**config.mk**
```make
export PLATFORM = sky130hd
export DESIGN_NAME = sbdsk_core
export DESIGN_NICKNAME = d
export VERILOG_FILES = /design/src/design/sbdsk_pkg.sv /design/src/design/sbdsk_core.sv
export VERILOG_INCLUDE_DIRS = /design/src /design/src/design
export SDC_FILE = /design/constraint.sdc
export NUM_CORES = 1
export LEC_CHECK = 0
export BUFFER_PORTS_ARGS = -buffer_cell sky130_fd_sc_hd__buf_2
export CAP_MARGIN = 20
export CORE_UTILIZATION = 40
export CTS_CLUSTER_SIZE = 40
export DETAILED_ROUTE_END_ITERATION = 12
export PLACE_DENSITY_LB_ADDON = 0.3
export SKIP_LAST_GASP = 1
export SYNTH_ARGS = -nofsm -noshare
export SYNTH_HDL_FRONTEND = slang
export SYNTH_SLANG_ARGS = --single-unit
```
**constraint.sdc**
```tcl
create_clock -name REF_CLK_I -period 5.8 [get_ports REF_CLK_I]
set_clock_uncertainty 0.1 [all_clocks]
set_input_delay 0.29 -clock REF_CLK_I [delete_from_list [all_inputs] [get_ports REF_CLK_I]]
set_output_delay 0.29 -clock REF_CLK_I [all_outputs]
set_load 0.02 [all_outputs]
```
**src/design/sbdsk_defines.svh**
```systemverilog
/*
  constants for the subtract-with-borrow and decrement-skip slice:
  widths, flag bit positions, operation codes, state codes, reset values.
  assumes inclusion by bare name from the package and the datapath.
*/
`ifndef SBDSK_DEFINES_SVH
`define SBDSK_DEFINES_SVH

// data path width
`define SBDSK_DATA_W 8
// nibble boundary used by the auxiliary carry
`define SBDSK_NIB_W 4
// number of status flags driven by this slice
`define SBDSK_FLAG_W 6

// flag bit positions inside the flag vectors
`define SBDSK_FLG_C 0
`define SBDSK_FLG_AC 1
`define SBDSK_FLG_Z 2
`define SBDSK_FLG_OV 3
`define SBDSK_FLG_SC 4
`define SBDSK_FLG_CZ 5

// flag write masks
`define SBDSK_MASK_SBC 6'h3F
`define SBDSK_MASK_NONE 6'h00

// operation select codes
`define SBDSK_OP_SBC 1'h0
`define SBDSK_OP_DEC 1'h1

// one-hot state codes
`define SBDSK_ST_IDLE 2'h1
`define SBDSK_ST_DUMMY 2'h2

// reset values
`define SBDSK_RST_DATA 8'h00
`define SBDSK_RST_FLAGS 6'h00

`endif

```
**src/design/sbdsk_pkg.sv**
```systemverilog
/*
  types for the subtract-with-borrow and decrement-skip slice.
  assumes sbdsk_defines.svh is on the include path.
*/
`include "sbdsk_defines.svh"

package sbdsk_pkg;
  // operation selector
  typedef enum logic [0:0] {
    SBDSK_SBC = `SBDSK_OP_SBC,
    SBDSK_DEC = `SBDSK_OP_DEC
  } sbdsk_op_t;

  // sequencer states, one-hot
  typedef enum logic [1:0] {
    SBDSK_IDLE = `SBDSK_ST_IDLE,
    SBDSK_DUMMY = `SBDSK_ST_DUMMY
  } sbdsk_state_t;
endpackage

```
**src/design/sbdsk_core.sv**
```systemverilog
/*
  datapath slice for subtract-with-borrow-to-memory and
  decrement-memory-skip-if-zero, plus the dummy-cycle sequencer.
  assumes the core feeds the accumulator, the memory operand and the
  carry from logic on the same clock, and that it honours READY_O.
*/
// Notes on behaviour
// - memory gets accumulator minus operand minus inverted carry
// - negative difference clears the carry flag
// - zero or positive difference sets carry
// - subtract updates six flags, no others
// - decrement writes operand minus one back
// - zero result skips the next instruction
// - skip inserts one dummy no-effect cycle
// - skip costs two cycles, else continue normally
`timescale 1ns/1ns
`include "sbdsk_defines.svh"

module sbdsk_core #(
  parameter int DATA_W = `SBDSK_DATA_W
) (
  // clock and reset
  input wire logic REF_CLK_I,
  input wire logic NRST_I,
  // instruction request
  input wire logic OP_VALID_I,
  input wire sbdsk_pkg::sbdsk_op_t OP_SEL_I,
  // operands
  input wire logic [DATA_W-1:0] ACC_I,
  input wire logic [DATA_W-1:0] MEM_RDATA_I,
  input wire logic CARRY_I,
  input wire logic CARRY_ZERO_I,
  // handshake back to the core
  output logic READY_O,
  // memory write-back
  output logic MEM_WE_O,
  output logic [DATA_W-1:0] MEM_WDATA_O,
  // flag update
  output logic [`SBDSK_FLAG_W-1:0] FLAGS_O,
  output logic [`SBDSK_FLAG_W-1:0] FLAG_WE_O,
  // sequencing
  output logic SKIP_O,
  output logic NOP_INSERT_O
);
  import sbdsk_pkg::*;

  ////////////////////////////////////////////////////////////////////////
  // declarations
  ////////////////////////////////////////////////////////////////////////

  // sequencer state
  sbdsk_state_t state_r;
  sbdsk_state_t state_nxt;
  // output registers
  logic ready_r;
  logic ready_nxt;
  logic mem_we_r;
  logic mem_we_nxt;
  logic [DATA_W-1:0] wdata_r;
  logic [DATA_W-1:0] wdata_nxt;
  logic [`SBDSK_FLAG_W-1:0] flags_r;
  logic [`SBDSK_FLAG_W-1:0] flags_nxt;
  logic [`SBDSK_FLAG_W-1:0] flag_we_r;
  logic [`SBDSK_FLAG_W-1:0] flag_we_nxt;
  logic skip_r;
  logic skip_nxt;
  logic nop_r;
  logic nop_nxt;
  // request accepted this cycle
  logic take;
  // subtract arithmetic, one spare bit for the borrow
  logic [DATA_W:0] sub_full;
  logic [`SBDSK_NIB_W:0] sub_nib;
  logic [DATA_W-1:0] sub_res;
  logic sub_ov;
  logic sub_z;
  // decrement arithmetic
  logic [DATA_W-1:0] dec_res;
  logic dec_zero;

  ////////////////////////////////////////////////////////////////////////
  // arithmetic
  ////////////////////////////////////////////////////////////////////////

  // only taken while no dummy cycle is pending
  assign take = OP_VALID_I && ready_r;

  // acc minus operand minus inverted carry, borrow in the top bit
  always_comb begin
    sub_full = {1'b0, ACC_I} - {1'b0, MEM_RDATA_I}
               - {{DATA_W{1'b0}}, ~CARRY_I};
    sub_nib = {1'b0, ACC_I[`SBDSK_NIB_W-1:0]}
              - {1'b0, MEM_RDATA_I[`SBDSK_NIB_W-1:0]}
              - {{`SBDSK_NIB_W{1'b0}}, ~CARRY_I};
    sub_res = sub_full[DATA_W-1:0];
    // signed overflow: operand signs differ and result sign flips
    sub_ov = (ACC_I[DATA_W-1] ^ MEM_RDATA_I[DATA_W-1])
             & (ACC_I[DATA_W-1] ^ sub_res[DATA_W-1]);
    sub_z = (sub_res == '0);
  end

  // operand minus one
  always_comb begin
    dec_res = MEM_RDATA_I - {{(DATA_W-1){1'b0}}, 1'b1};
    dec_zero = (dec_res == '0);
  end

  ////////////////////////////////////////////////////////////////////////
  // next-value logic
  ////////////////////////////////////////////////////////////////////////

  // sequencer and output next values
  always_comb begin
    state_nxt = SBDSK_IDLE;
    ready_nxt = 1'b1;
    mem_we_nxt = 1'b0;
    wdata_nxt = wdata_r;
    flags_nxt = flags_r;
    flag_we_nxt = `SBDSK_MASK_NONE;
    skip_nxt = 1'b0;
    nop_nxt = 1'b0;
    case (state_r)
      SBDSK_IDLE: begin
        if (take && OP_SEL_I == SBDSK_SBC) begin
          // write difference back, update the six flags
          mem_we_nxt = 1'b1;
          wdata_nxt = sub_res;
          flags_nxt[`SBDSK_FLG_C] = ~sub_full[DATA_W];
          flags_nxt[`SBDSK_FLG_AC] = ~sub_nib[`SBDSK_NIB_W];
          flags_nxt[`SBDSK_FLG_Z] = sub_z;
          flags_nxt[`SBDSK_FLG_OV] = sub_ov;
          flags_nxt[`SBDSK_FLG_SC] = sub_ov ^ sub_res[DATA_W-1];
          flags_nxt[`SBDSK_FLG_CZ] = sub_z & CARRY_ZERO_I;
          flag_we_nxt = `SBDSK_MASK_SBC;
        end else if (take && OP_SEL_I == SBDSK_DEC) begin
          // write decremented value, flags untouched
          mem_we_nxt = 1'b1;
          wdata_nxt = dec_res;
          if (dec_zero) begin
            // skip: hold off requests for the dummy cycle
            skip_nxt = 1'b1;
            nop_nxt = 1'b1;
            ready_nxt = 1'b0;
            state_nxt = SBDSK_DUMMY;
          end
        end
      end
      SBDSK_DUMMY: begin
        // dummy cycle ends, next request may follow
        state_nxt = SBDSK_IDLE;
      end
      default: begin
        // illegal code recovers to idle
        state_nxt = SBDSK_IDLE;
      end
    endcase
  end

  ////////////////////////////////////////////////////////////////////////
  // registers
  ////////////////////////////////////////////////////////////////////////

  // synchronous active-low reset to constants
  always_ff @(posedge REF_CLK_I) begin
    if (!NRST_I) begin
      state_r <= SBDSK_IDLE;
      ready_r <= 1'b1;
      mem_we_r <= 1'b0;
      wdata_r <= `SBDSK_RST_DATA;
      flags_r <= `SBDSK_RST_FLAGS;
      flag_we_r <= `SBDSK_MASK_NONE;
      skip_r <= 1'b0;
      nop_r <= 1'b0;
    end else begin
      state_r <= state_nxt;
      ready_r <= ready_nxt;
      mem_we_r <= mem_we_nxt;
      wdata_r <= wdata_nxt;
      flags_r <= flags_nxt;
      flag_we_r <= flag_we_nxt;
      skip_r <= skip_nxt;
      nop_r <= nop_nxt;
    end
  end

  // outputs straight from flip-flops
  assign READY_O = ready_r;
  assign MEM_WE_O = mem_we_r;
  assign MEM_WDATA_O = wdata_r;
  assign FLAGS_O = flags_r;
  assign FLAG_WE_O = flag_we_r;
  assign SKIP_O = skip_r;
  assign NOP_INSERT_O = nop_r;

  // helper: expected subtract result and borrow from raw inputs
  logic [DATA_W:0] chk_sub;
  assign chk_sub = {1'b0, ACC_I} - {1'b0, MEM_RDATA_I}
                   - {{DATA_W{1'b0}}, ~CARRY_I};
  logic sbc_take;
  logic dec_take;
  assign sbc_take = take && OP_SEL_I == SBDSK_SBC;
  assign dec_take = take && OP_SEL_I == SBDSK_DEC;
endmodule // sbdsk_core

```
Word level (Yosys, flattened, before mapping) --
Cells that the tools add are included.
Cells by class: add/sub/neg operators 5, $mul 0, div/mod/pow operators 0, $lt $le $gt $ge 0, equality and inequality tests 1, shift-type cells 0, mux-type cells 8, bitwise logic cells 12, reduce and logical (&&, ||, !) cells 10
Operator list (count):
- zero test 8 bit | 2
- 2-to-1 mux 8 bit | 2
- subtractor 8 x 8 -> 9 bit | 1
- subtractor 9 x 1 -> 9 bit | 1
- subtractor 8 x 1 -> 8 bit (second input constant) | 1
- inverter 1 bit | 7
- 2-to-1 mux 6 bit | 1
- AND reduction 2 bit | 3
- subtractor 4 x 4 -> 5 bit | 1
- subtractor 5 x 1 -> 5 bit | 1
- 2-to-1 mux 1 bit | 4
- OR reduction 4 bit | 1
- logical AND 1 bit | 3
- XOR 1 bit | 3
- AND 1 bit | 2
- equality test 2 x 1 -> 1 bit (second input constant) | 1
- 2-to-1 mux 2 bit | 1
- nonzero test 2 bit | 1
Word-level totals: register bits 25, bits in latches 0, bits in writable memories 0, ROM bits 0, bits of input ports 22, logic and storage cells 43, memories 0

Longest topological paths before layout --
depth after elaboration 5, gate-level depth with buffers 10, mapped depth without buffers 10

Worst setup path before layout --
OpenSTA, ideal clock, no wires.
path kind input port to flip-flop, start in ACC_I[0], end reg flags_r[5] (netlist: FLAGS_O[5]), library setup time 0.059 ns, arrival time 2.483 ns, path slack 3.159 ns, stages 8, buffers on the path 0, path through inv_1 > fa_1 > inv_1 > fa_1 > or4_1 > or4b_1 > nor3_2 > a31o_1
Between the ends: word-level cells in the longest chain between the ends 4
Ends and longest elaborated chain:
- start: declaration | line sbdsk_core.sv:29 | input wire logic [DATA_W-1:0] ACC_I,
- subtractor 8 x 8 -> 9 bit
- subtractor 9 x 1 -> 9 bit
- zero test 8 bit | line sbdsk_core.sv:99 | sub_z = (sub_res == '0);
- AND 1 bit | line sbdsk_core.sv:133 | flags_nxt[`SBDSK_FLG_CZ] = sub_z & CARRY_ZERO_I;
- end signal: assignment | line sbdsk_core.sv:170 | flags_r <= `SBDSK_RST_FLAGS;
- end signal: assignment | line sbdsk_core.sv:179 | flags_r <= flags_nxt;
- end: declaration | line sbdsk_core.sv:61 | logic [`SBDSK_FLAG_W-1:0] flags_r;
Every way passes these cells. A chain may end at the register's enable or synchronous reset.

Worst setup path after layout --
Same ends and word-level chain as after synthesis.

==> run_results.csv <==
group,metric,value,unit
setup_path,crit_arrival,2680,ps
setup_path,regToRegStartpoint,"state_r[0]",
detailed_routing,ant_nets,0,
place,gp_congestion,0.7853,
synthesis,synth_edf_count,0,
synthesis,synthSimpleGateAreaFrac,0.2177,
worst_hold_path,hp-start,"CARRY_ZERO_I",
place,hpwlAfterDp,2504,um
cts,insertion_delay,300,ps
detailed_routing,wire_per_inst,11.19,um
detailed_routing,drtIter0Drc,34,
sta,timing.fmax,396.7,MHz
synthesis,synth_top_family_by_area,"simple AND/OR/NAND/NOR gates",
finish,final_nets,259,
power_and_ir_drop,p_leak,0.8590,nW
die,die_y,62.29,um
finish,final_cell_mix,"buf_2 (45), inv_1 (23), dfxtp_1 (18)",
finish,seqCellArea,360.3,sq um
cts,clk_pin_slew,110,ps
setup_path,slowest_stage,"or4_1",
synthesis,netlist_area,1454,sq um
synthesis,synth_fa_ha_area_frac,0.1652,
detailed_routing,dr_total_vias,1302,
synthesis,synth_seq_cells,18,
die,coreArea,3416,sq um
sta,slew_headroom,0.7155,
synthesis,ys.flop_type,"dfxtp_1",
detailed_routing,first_pass_iters,4,
cts,ctsHoldBuffers,0,
synthesis,yosys_warnings,0,
cts,cts_resized,0,
die,rows,21,
finish,antenna_cells,0,
cts,cts_tree,"done",
cts,post-cts-setup-buffer-count,0,
die,ios,46,
cts,clock-sinks,18,
synthesis,syn_inst,180,
cts,cts_buffer_depth,2,
power_and_ir_drop,vdd_drop_max,0.00007477,V
die,die_w,62.29,um
synthesis,syn_nets,220,
setup_path,crit_fanout,2,
die,dieArea,3880,sq um
synthesis,syn_avg_cell_area,8.077,sq um
detailed_routing,routed_wirelength,2954,um
synthesis,async_flop_share,0,
synthesis,synthDistinctLibCells,42,
setup_path,critPathRequiredTime,5960,ps
die,initial_utilization,0.4256,
sta,setup_violations,0,
setup_path,worstSetupEndpointType,"flip-flop",
sta,post-route-min-period,2521,ps
global_routing,grt_overflow,0,
setup_path,path_class,"in2reg",
setup_path,cp_cell_sequence,"buf_2 -> inv_1 -> fa_1 -> inv_1 -> fa_1 -> or4_1 -> or4b_1 -> nor3_2 -> a31o_1",
sta,period_share,0.4346,
power_and_ir_drop,finalPower,0.3451,mW
synthesis,synth_mux_area_frac,0.006885,
setup_path,critPathLaunch,"ACC_I[0]",
global_routing,grt_pass1_vias,1111,
finish,fillers,369,
power_and_ir_drop,power_density,203.0,nW/um^2
place,portBuffers,45,
sta,hold_viol,0,
run_status,outcome,"completed",
global_routing,grt_max_degree,20,
cts,cts_root_buffer,"clkbuf_4",
sta,fin_setup_tns,0,ps
setup_path,critPathBufInv,3,
sta,rsz0062_at_grt,"false",
synthesis,seq_area_frac_synth,0.2478,
setup_path,max_stage_delay,520,ps
finish,final_common_cell,"buf_2",
synthesis,synth-compound-area-share,0.1687,
finish,area_delta_synth_final,16.95,%
global_routing,grt_pass1_wl,4940,um
cts,numCtsBuffers,3,
global_routing,antenna_found_initial,0,
sta,worst_pin_slew,425.3,ps
global_routing,grt_util_all_layers,0.1590,
worst_hold_path,worstHoldPathType,"in2reg",
finish,drive_gt1_frac,0.2385,
sta,slew_viol_final,0,
detailed_routing,drc,0,
job,max_cap_viol_count,0,
cts,htree_levels,1,
detailed_routing,vias_per_cell,4.932,
synthesis,synth_xor_area_frac,0.08434,
finish,multi_input_area,934.6,sq um
setup_path,path_delay_family,"simple AND/OR/NAND/NOR gates",
setup_path,crit_path_start_kind,"input port",
## sequential cells by signal (all words and copies together), names as in the netlist
signal / cells
MEM_WDATA_O: 8
MEM_WE_O: 1
FLAG_WE_O: 1
FLAGS_O: 6
state_r: 2
## logic make-up (layout without fill, tap and decap cells)
family,count (synthesis),in the layout
mux,1,1
xor+xnor,14,14
fa+ha+maj,18,18
buf+inv,34,72
compound gates,36,36
flops,18,18
simple gates,59,59
## metrics by stage
step                cell area (sq um)  std cells    util  hold WS (ps)  setup WS, ps
finish                           1700        264  0.4978         104.9          3279
global placement                 1664        260  0.4872         337.5          2991
CTS                              1700        264  0.4978         99.63          3296
detailed placement               1664        260  0.4872         344.8          2976
global route                     1700        264  0.4978         91.43          3155
floorplan                        1454        180       -         324.1          3159
## final timing paths
path	slack, ps	cells past startpoint	to
worst min-delay path	100	2	FLAGS_O[5]
worst max-delay path	3280	9	FLAGS_O[5]
worst min register to register	350	2	MEM_WDATA_O[0]
worst max register to register	3390	6	FLAGS_O[5]
## metal layers
metal  track usage  wire length [um]  vias to the layer above
met3       0.01471               132                        5
li1              -                 -                      685
met4       0.06977                52                        0
met1        0.2169              1429                      579
met2        0.2541              1340                       33
met5             0                 0                        -
## worst reg2reg max path, cell delays in order (launching register included)
cell and delay, ps:
dfxtp_1 400, nand3b_4 190, or2_1 360, or4_1 490, or4b_1 510, nor3_2 160
a31o_1 160
## Yosys cell counts, drive strengths merged (2+ instances only)
| master | n | area, sq um |
|---|---|---|
| inv | 23 | 86.33 |
| dfxtp | 18 | 360.4 |
| nand2 | 17 | 63.81 |
| ha | 16 | 200.2 |
| nor2 | 11 | 41.29 |
| buf | 8 | 61.30 |
| xnor2 | 8 | 70.07 |
| a21oi | 7 | 35.03 |
| o21ai | 7 | 35.03 |
| xor2 | 6 | 52.55 |
| a21boi | 5 | 37.54 |
| nand3 | 5 | 25.02 |
| o211ai | 5 | 37.54 |
| and2 | 4 | 25.02 |
| nand2b | 4 | 25.02 |
| clkbuf | 3 | 11.26 |
| nand4 | 3 | 18.77 |
| nor3 | 3 | 20.02 |
| or2 | 3 | 18.77 |
| a211oi | 2 | 15.01 |
| a21o | 2 | 15.01 |
| a32o | 2 | 20.02 |
| fa | 2 | 40.04 |
| nor2b | 2 | 12.51 |
| or4 | 2 | 15.01 |
## report_power, final
| part | internal [mW] | total (mW) | switching, mW | leakage [nW] |
|---|---|---|---|---|
| registers | 0.131 | 0.135 | 0.00354 | 0.148 |
| clock network | 0.0383 | 0.0792 | 0.0408 | 0.0210 |
| logic | 0.0532 | 0.131 | 0.0781 | 0.690 |
## final cells by class
| type | instances | area share |
|---|---|---|
| Clock buffer | 4 | 0.02134 |
| Tap cell | 46 | 0.03385 |
| Timing Repair Buffer | 45 | 0.1325 |
| Sequential cell | 18 | 0.2119 |
| Multi-Input combinational cell | 128 | 0.5497 |
| Inverter | 23 | 0.05077 |
(Power assumes the default switching activity.)
